File: src/common/usbsr_pkg.sv
// Constants for the USB request report and endpoint status registers
`default_nettype none
package usbsr_pkg;
	localparam logic [15:0] CLEAR_FEATURE_REPORT_ADDR = 16'hff65;
	localparam logic [15:0] SET_REQUEST_REPORT_ADDR = 16'hff66;
	localparam logic [15:0] ENDPOINT_FIFO_STATUS0_ADDR = 16'hff67;
	localparam logic [15:0] INT_STATUS_ADDR = 16'hff68;
	localparam logic [15:0] INT_MASK_ADDR = 16'hff69;
	localparam logic [15:0] FIFO_CLEAR_REG_A_ADDR = 16'hff6a;
	localparam logic [15:0] FIFO_CLEAR_REG_B_ADDR = 16'hff6b;
	localparam logic [7:0] REG_RESET = 8'h00;
	// Clear report fields
	localparam int DEVICE_CLEAR_DONE_BIT = 0;
	localparam int ENDPOINT_CLEAR_DONE_LSB = 1;
	localparam logic [7:0] CLEAR_REPORT_USED = 8'h0f;
	// Set report fields
	localparam int DEVICE_FEATURE_SET_DONE_BIT = 0;
	localparam int ENDPOINT_HALT_SET_DONE_BIT = 2;
	localparam int CONFIGURATION_SET_DONE_BIT = 7;
	localparam logic [7:0] SET_REPORT_USED = 8'h85;
	// Endpoint status fields
	localparam int CONTROL_OUT_HAS_DATA_BIT = 0;
	localparam int CONTROL_IN_HAS_DATA_BIT = 1;
	localparam int BULK_IN_HAS_DATA_BIT = 2;
	localparam int BULK_OUT_HAS_DATA_BIT = 4;
	localparam logic [7:0] STATUS0_USED = 8'h17;
	localparam logic [1:0] LAST_ENDPOINT = 2'h2;
	// Interrupt event bits
	localparam int INT_CLEAR_REPORT_BIT = 0;
	localparam int INT_SET_REPORT_BIT = 1;
	localparam int INT_FIFO_CLEAR_BIT = 2;
	localparam logic [2:0] INT_RESET = 3'h0;
	// Status reflects a FIFO clear five USB clocks later
	localparam int CLK_MHZ = 100;
	localparam int FIFO_CLEAR_LATENCY_NS = 50;
	localparam int FIFO_CLEAR_CYC = (FIFO_CLEAR_LATENCY_NS * CLK_MHZ + 999) / 1000;
	localparam logic [2:0] CLEAR_CNT_LOAD = 3'(FIFO_CLEAR_CYC);
	localparam logic [2:0] CLEAR_CNT_FIRE = 3'h1;
	localparam logic [2:0] CLEAR_CNT_IDLE = 3'h0;
endpackage
`default_nettype wire

File: src/core/usbsr_top.sv
// Request report, endpoint status and interrupt registers of the USB function
// Function
// - Read-only byte telling which device or endpoint a CLEAR_FEATURE addressed.
// - Report flags set after status stage; whole register clears when read.
// - Endpoint 1 and 2 flags invalid while those endpoints are disabled.
// - Bits 3..1 flag CLEAR_FEATURE handled for endpoint 2..0; reset zero.
// - Bit 0 flags CLEAR_FEATURE to the device handled; reset zero.
// - Read-only byte reporting handled SET requests; SET_INTERFACE never shown.
// - Bit 7 of set report flags SET_CONFIGURATION handled.
// - Bit 2 of set report flags SET_FEATURE to endpoint 0..2.
// - Bit 0 of set report flags SET_FEATURE to the device.
// - Read-only status byte shows which endpoint FIFOs hold data.
// - A FIFO clear write shows in status after five clocks.
// - Bulk-out flag set on toggle, cleared when read empty, not on null.
// - Control-in flag set on data or null request, cleared on transmission.
`default_nettype none
module usbsr_top (
	// Clock and reset
	input wire logic SYS_CLK,
	input wire logic RST_N,
	// Register port
	input wire logic [15:0] ADDR,
	input wire logic [7:0] WDATA,
	input wire logic WR,
	input wire logic RD,
	output logic [7:0] RDATA,
	// Request completion from the protocol engine
	input wire logic CLR_FEAT_DONE,
	input wire logic SET_FEAT_DONE,
	input wire logic SET_CFG_DONE,
	input wire logic REQ_TO_EP,
	input wire logic [1:0] REQ_EP_NUM,
	// Endpoints 1 and 2 enabled by mapping and interface setting
	input wire logic [1:0] EP_ENABLE,
	// FIFO events
	input wire logic BO_TOGGLE,
	input wire logic BO_ZLP,
	input wire logic BO_READ_EMPTY,
	input wire logic BI_LOADED,
	input wire logic BI_TOGGLE,
	input wire logic CI_LOADED,
	input wire logic CI_ZLP_REQ,
	input wire logic CI_TX_OK,
	input wire logic CO_RECEIVED,
	input wire logic CO_READ_EMPTY,
	// Interrupt
	output logic IRQ
);
	typedef struct packed {
		logic [7:0] clr_rep;
		logic [7:0] set_rep;
		logic [7:0] eps;
		logic [2:0] int_stat;
		logic [2:0] int_mask;
		logic [7:0] clr_pend;
		logic [2:0] clr_cnt;
		logic [7:0] rdata;
		logic irq;
	} usbsr_state_t;

	usbsr_state_t st_reg;
	usbsr_state_t st_next;

	function automatic logic hit(input logic [15:0] a, input logic [15:0] off);
		hit = (a == off);
	endfunction

	// Endpoint usable: 0 always, 1 and 2 by enable
	function automatic logic ep_ok(input logic [1:0] ep, input logic [1:0] en);
		ep_ok = (ep == 2'h0)
			|| (ep == 2'h1 && en[0])
			|| (ep == usbsr_pkg::LAST_ENDPOINT && en[1]);
	endfunction

	logic rd_clr;
	logic rd_set;
	logic ep_valid;
	logic [7:0] clr_ev;
	logic [7:0] set_ev;
	logic [7:0] ep_mask;

	always_comb begin
		rd_clr = RD && hit(ADDR, usbsr_pkg::CLEAR_FEATURE_REPORT_ADDR);
		rd_set = RD && hit(ADDR, usbsr_pkg::SET_REQUEST_REPORT_ADDR);
		ep_valid = REQ_TO_EP && ep_ok(REQ_EP_NUM, EP_ENABLE);
		clr_ev = 8'h00;
		set_ev = 8'h00;
		// Events arrive at the end of the status stage
		if (CLR_FEAT_DONE && !REQ_TO_EP) begin
			clr_ev[usbsr_pkg::DEVICE_CLEAR_DONE_BIT] = 1'b1;
		end
		if (CLR_FEAT_DONE && ep_valid) begin
			clr_ev[usbsr_pkg::ENDPOINT_CLEAR_DONE_LSB + int'(REQ_EP_NUM)] = 1'b1;
		end
		if (SET_FEAT_DONE && !REQ_TO_EP) begin
			set_ev[usbsr_pkg::DEVICE_FEATURE_SET_DONE_BIT] = 1'b1;
		end
		if (SET_FEAT_DONE && ep_valid) begin
			set_ev[usbsr_pkg::ENDPOINT_HALT_SET_DONE_BIT] = 1'b1;
		end
		if (SET_CFG_DONE) begin
			set_ev[usbsr_pkg::CONFIGURATION_SET_DONE_BIT] = 1'b1;
		end
		// Hide data flags of disabled endpoints
		ep_mask = usbsr_pkg::STATUS0_USED;
		ep_mask[usbsr_pkg::BULK_IN_HAS_DATA_BIT] = EP_ENABLE[0];
		ep_mask[usbsr_pkg::BULK_OUT_HAS_DATA_BIT] = EP_ENABLE[1];
	end

	always_comb begin
		st_next = st_reg;
		// Read clears, a simultaneous set survives
		st_next.clr_rep = ((rd_clr ? 8'h00 : st_reg.clr_rep) | clr_ev)
			& usbsr_pkg::CLEAR_REPORT_USED;
		st_next.set_rep = ((rd_set ? 8'h00 : st_reg.set_rep) | set_ev)
			& usbsr_pkg::SET_REPORT_USED;
		// Delayed FIFO clear first, so a data event in the same cycle still sets
		st_next.int_stat[usbsr_pkg::INT_FIFO_CLEAR_BIT] = 1'b0;
		if (st_reg.clr_cnt == usbsr_pkg::CLEAR_CNT_FIRE) begin
			st_next.eps = st_reg.eps & ~st_reg.clr_pend;
			st_next.clr_pend = 8'h00;
			st_next.int_stat[usbsr_pkg::INT_FIFO_CLEAR_BIT] = 1'b1;
		end
		// FIFO data flags
		if (BO_TOGGLE && !BO_ZLP) begin
			st_next.eps[usbsr_pkg::BULK_OUT_HAS_DATA_BIT] = 1'b1;
		end else if (BO_READ_EMPTY) begin
			st_next.eps[usbsr_pkg::BULK_OUT_HAS_DATA_BIT] = 1'b0;
		end
		if (BI_LOADED) begin
			st_next.eps[usbsr_pkg::BULK_IN_HAS_DATA_BIT] = 1'b1;
		end else if (BI_TOGGLE) begin
			st_next.eps[usbsr_pkg::BULK_IN_HAS_DATA_BIT] = 1'b0;
		end
		if (CI_LOADED || CI_ZLP_REQ) begin
			st_next.eps[usbsr_pkg::CONTROL_IN_HAS_DATA_BIT] = 1'b1;
		end else if (CI_TX_OK) begin
			st_next.eps[usbsr_pkg::CONTROL_IN_HAS_DATA_BIT] = 1'b0;
		end
		if (CO_RECEIVED) begin
			st_next.eps[usbsr_pkg::CONTROL_OUT_HAS_DATA_BIT] = 1'b1;
		end else if (CO_READ_EMPTY) begin
			st_next.eps[usbsr_pkg::CONTROL_OUT_HAS_DATA_BIT] = 1'b0;
		end
		// Count down towards the delayed clear
		if (st_reg.clr_cnt != usbsr_pkg::CLEAR_CNT_IDLE) begin
			st_next.clr_cnt = st_reg.clr_cnt - 3'h1;
		end
		if (WR && (hit(ADDR, usbsr_pkg::FIFO_CLEAR_REG_A_ADDR)
				|| hit(ADDR, usbsr_pkg::FIFO_CLEAR_REG_B_ADDR))) begin
			st_next.clr_pend = (st_next.clr_pend | WDATA) & usbsr_pkg::STATUS0_USED;
			st_next.clr_cnt = usbsr_pkg::CLEAR_CNT_LOAD;
		end
		st_next.eps = st_next.eps & usbsr_pkg::STATUS0_USED;
		// Interrupt status: sticky, write one to clear, set wins
		st_next.int_stat[usbsr_pkg::INT_FIFO_CLEAR_BIT] =
			st_next.int_stat[usbsr_pkg::INT_FIFO_CLEAR_BIT]
			| st_reg.int_stat[usbsr_pkg::INT_FIFO_CLEAR_BIT];
		if (WR && hit(ADDR, usbsr_pkg::INT_STATUS_ADDR)) begin
			st_next.int_stat = st_next.int_stat & ~WDATA[2:0];
			if (st_reg.clr_cnt == usbsr_pkg::CLEAR_CNT_FIRE) begin
				st_next.int_stat[usbsr_pkg::INT_FIFO_CLEAR_BIT] = 1'b1;
			end
		end
		if (clr_ev != 8'h00) begin
			st_next.int_stat[usbsr_pkg::INT_CLEAR_REPORT_BIT] = 1'b1;
		end
		if (set_ev != 8'h00) begin
			st_next.int_stat[usbsr_pkg::INT_SET_REPORT_BIT] = 1'b1;
		end
		if (WR && hit(ADDR, usbsr_pkg::INT_MASK_ADDR)) begin
			st_next.int_mask = WDATA[2:0];
		end
		st_next.irq = |(st_next.int_stat & st_next.int_mask);
		// Read data, one cycle after the strobe; unmapped reads zero
		st_next.rdata = 8'h00;
		if (RD) begin
			if (hit(ADDR, usbsr_pkg::CLEAR_FEATURE_REPORT_ADDR)) begin
				st_next.rdata = st_reg.clr_rep;
			end else if (hit(ADDR, usbsr_pkg::SET_REQUEST_REPORT_ADDR)) begin
				st_next.rdata = st_reg.set_rep;
			end else if (hit(ADDR, usbsr_pkg::ENDPOINT_FIFO_STATUS0_ADDR)) begin
				st_next.rdata = st_reg.eps & ep_mask;
			end else if (hit(ADDR, usbsr_pkg::INT_STATUS_ADDR)) begin
				st_next.rdata = {5'h00, st_reg.int_stat};
			end else if (hit(ADDR, usbsr_pkg::INT_MASK_ADDR)) begin
				st_next.rdata = {5'h00, st_reg.int_mask};
			end
		end
	end

	always_ff @(posedge SYS_CLK or negedge RST_N) begin
		if (!RST_N) begin
			st_reg.clr_rep <= usbsr_pkg::REG_RESET;
			st_reg.set_rep <= usbsr_pkg::REG_RESET;
			st_reg.eps <= usbsr_pkg::REG_RESET;
			st_reg.int_stat <= usbsr_pkg::INT_RESET;
			st_reg.int_mask <= usbsr_pkg::INT_RESET;
			st_reg.clr_pend <= usbsr_pkg::REG_RESET;
			st_reg.clr_cnt <= usbsr_pkg::CLEAR_CNT_IDLE;
			st_reg.rdata <= usbsr_pkg::REG_RESET;
			st_reg.irq <= 1'b0;
		end else begin
			st_reg <= st_next;
		end
	end

	assign RDATA = st_reg.rdata;
	assign IRQ = st_reg.irq;
endmodule
`default_nettype wire

File: config.mk
export PLATFORM = sky130hd
export DESIGN_NAME = usbsr_top
export DESIGN_NICKNAME = d
export VERILOG_FILES = /design/src/common/usbsr_pkg.sv /design/src/core/usbsr_top.sv
export SDC_FILE = /design/constraint.sdc
export NUM_CORES = 1
export LEC_CHECK = 0
export BUFFER_PORTS_ARGS = -buffer_cell sky130_fd_sc_hd__buf_4
export CAP_MARGIN = 20
export CORE_MARGIN = 2
export CORE_UTILIZATION = 45
export CTS_CLUSTER_DIAMETER = 100
export DETAILED_ROUTE_END_ITERATION = 8
export PLACE_DENSITY = 0.73
export SETUP_SLACK_MARGIN = 0.15
export SLEW_MARGIN = 20
export SYNTH_ARGS = -nofsm -noshare
export SYNTH_HDL_FRONTEND = slang
export SYNTH_SLANG_ARGS = --single-unit
File: constraint.sdc
create_clock -name SYS_CLK -period 3.78 [get_ports SYS_CLK]
set_clock_uncertainty 0.1 [all_clocks]
set_input_delay 0.378 -clock SYS_CLK [delete_from_list [all_inputs] [get_ports SYS_CLK]]
set_output_delay 0.378 -clock SYS_CLK [all_outputs]
set_load 0.01 [all_outputs]
==> metrics.txt <==
outcome=complete, no violations; post-cts sizing count=0; Largest register FFs=24; vias per std cell=5.25; Hold Path Class=input pin to flop; Gate power share=24.6%; layout cells sized above 1=30.2%; CP endpoint kind=flop; final hold vios=0; first-pass GRT wire length=5900 um; Final ANT Viol Nets=0; unrepaired setup endpoints after global routing=false; Starting DRT DRC Count=93; Int Power=0.521 mW; worst vdd rail ir drop=0.257 mV; CP max FO=5; post-synthesis instance area=1630 um^2; Clock Power Share=24.6%; Slew Viols, Final=0; Die X=64.1 um; Port Buf Inserts=48; DR vias=1303; Non-Filler Instances=248; Final Core Density=59.7%; cts hold-fix bufs=1; Lkg Pwr=1.04 nW; die area=4110 um^2; CP Class=flop to flop; Sequential Power Share=50.8%; crit share post-route=44.5%; synthesized area per cell=10.6 um^2; Sw Ratio=29.9%; Worst EP required=3.89 ns; initial antenna violation count=0; # clock sinks=31; Initial Util=47.6%; post-CTS setup buffer count=0; startpoint type of the worst setup path=flop; vias in the first global route=1347; max_cap viols=0; number of fill cells=317; Worst path max stage delay=0.39 ns; Ys Warns=0; Layout area overhead=25.5%; Longest Clk Path Bufs=2; Clock Latency Late Sink=0.32 ns; cts bufs inserted=5; I/O Pins=55; CTS H-Tree Depth=2; fin crit period=1.68 ns; number of placed cells counting well taps=239; drt first pass iters=4; Reg clk slew, reported paths=0.10 ns; hold path depth=2; # rows=21; # DRC=0; fin nets=253; Psw=0.222 mW; ordered list of cells on the worst path=inv_1 -> ha_1 -> nor2b_1 -> nand2_1 -> a311o_1; # setup viols final=0; total negative slack=0 ns; Antenna diodes=0; CTS tree=done; clk root buf=clkbuf_4; routed len/inst=14.0 um; PD cells=364 nW/um^2; DP HPWL=2750 um; arrival time worst endpoint=1.80 ns; register bit total from synthesis=31; post-synthesis sequential area ratio=47.7%; Detailed Route WL=3480 um; Distinct cells, synth=40; Slowest-stage cell, CP=dfrtp_1; pin count of the biggest net entering global routing=32; height of the chip=64.1 um; total grt overflow=0; fmax=595 MHz; Final Hold Slack=0.126 ns; worst reg2reg path depth=5; GPL Wtd Cong=0.812; synthesized instance count=154; GRT Total Usage=18.2%; core area=3420 um^2
==> final cells by class <==
class	count	area, um^2	share of cell area [%]
Sequential cell	31	776	38.0
Timing Repair Buffer	49	370	18.2
Tap cell	46	57.6	2.82
Inverter	18	67.6	3.31
Multi-Input combinational cell	96	718	35.2
Clock inverter	1	5.00	0.245
Clock buffer	7	45.0	2.21
==> logic make-up (layout without fill, tap and decap cells) <==
family                     Yosys count  in the layout  share of synthesized area [%]
AOI/OAI and AO/OA                   33             33                           16.6
muxes                                6              6                           3.70
DFF                                 31             31                           47.7
adders and majority gates            6              6                           4.62
and+or+nand+nor                     48             48                           18.3
xor gates and xnor gates             1              1                          0.539
buffers and inverters               28             75                           8.31
other                                1              2                          0.231
==> cells in the mapped netlist <==
master / count / share of area (%)
conb_1: 1 / 0.23
a22oi_1: 2 / 0.92
inv_1: 18 / 4.2
a221oi_1: 1 / 0.54
o22a_1: 2 / 1.1
and2_1: 1 / 0.39
and4_1: 2 / 1.1
o221ai_2: 1 / 0.92
a31o_2: 2 / 1.1
ha_1: 6 / 4.6
nor3b_4: 1 / 1.2
and3_1: 2 / 0.77
a21oi_1: 2 / 0.62
a22o_1: 10 / 5.4
clkbuf_1: 2 / 0.46
nor3b_1: 1 / 0.46
buf_4: 8 / 3.7
mux2i_1: 6 / 3.7
xnor2_1: 1 / 0.54
a21o_1: 2 / 0.92
nand4_4: 1 / 1.3
o31ai_1: 1 / 0.46
and4b_1: 2 / 1.2
o31a_1: 2 / 1.1
or3_1: 1 / 0.39
nand2_1: 13 / 3.0
dfrtp_1: 31 / 48
a311o_1: 1 / 0.62
nor2b_1: 6 / 2.3
nand3b_1: 1 / 0.46
nand2b_1: 3 / 1.2
nand4b_1: 1 / 0.54
nor2_1: 9 / 2.1
a21boi_0: 3 / 1.4
a211o_1: 1 / 0.54
and3b_2: 1 / 0.62
nand4_1: 2 / 0.77
nor3_2: 1 / 0.62
a31oi_1: 1 / 0.39
o21ai_0: 2 / 0.62
==> placed cells by master, fill, tap and decap left out, types with 2 or more instances in the layout <==
master    instances
ha_1              6
clkbuf_1          2
a22oi_1           2
nand2b_1          3
o31a_1            2
and3_1            2
nand4_1           2
a22o_1           10
and4b_1           2
conb_1            2
a21oi_1           2
mux2i_1           6
o22a_1            2
nor2b_1           6
buf_4            48
nor2_1            9
dfrtp_1          31
a21boi_0          3
and4_1            2
nand2_1          13
clkbuf_4          5
o21ai_0           2
inv_1            18
a21o_1            2
a31o_2            2
==> power groups by stage <==
stage | Clock (mW) | Sequential, mW | Combinational [mW]
2_1_floorplan | 0 | 0.378 | 0.117
3_5_place_dp | 0 | 0.384 | 0.182
6_report | 0.183 | 0.378 | 0.183
5_1_grt | 0.207 | 0.381 | 0.205
3_3_place_gp | 0 | 0.382 | 0.171
4_1_cts | 0.183 | 0.377 | 0.185
==> critical path: cells and delay by family, from the launching register on <==
kind | cells | cell delay, ns
and+or+nand+nor | 2 | 0.47
AOI/OAI and AO/OA | 1 | 0.35
buffers and inverters | 1 | 0.10
DFF | 1 | 0.39
adders and majority gates | 1 | 0.17
==> per-layer routing <==
layer	vias to the layer above	track usage (%)	part of all wire (%)	wire, um
li1	622	-	-	-
met1	646	21.6	41	1440
met2	32	32.6	54	1870
met3	3	4.40	4.3	148
met4	0	5.32	0.49	17
met5	-	0	0	0
==> metrics by stage <==
step | instance area (um^2) | power (mW) | setup WS, ns
floorplan | 1630 | 0.495 | 2.09
global placement | 1980 | 0.554 | 1.82
detailed placement | 1980 | 0.567 | 1.81
CTS | 2040 | 0.745 | 2.07
global route | 2040 | 0.793 | 2.01
finish | 2040 | 0.743 | 2.10
==> worst paths after layout <==
kind,from,to,slack [ns]
setup / recovery,st_reg[10],st_reg[27],2.10
hold / removal,BO_ZLP,st_reg[30],0.13
setup reg to reg,st_reg[10],st_reg[27],2.10
hold reg to reg,st_reg[41],st_reg[41],0.39
max in group asynchronous,RST_N,st_reg[14],2.88
min in group asynchronous,RST_N,RDATA[3],0.42
(Power assumes the default switching activity.)
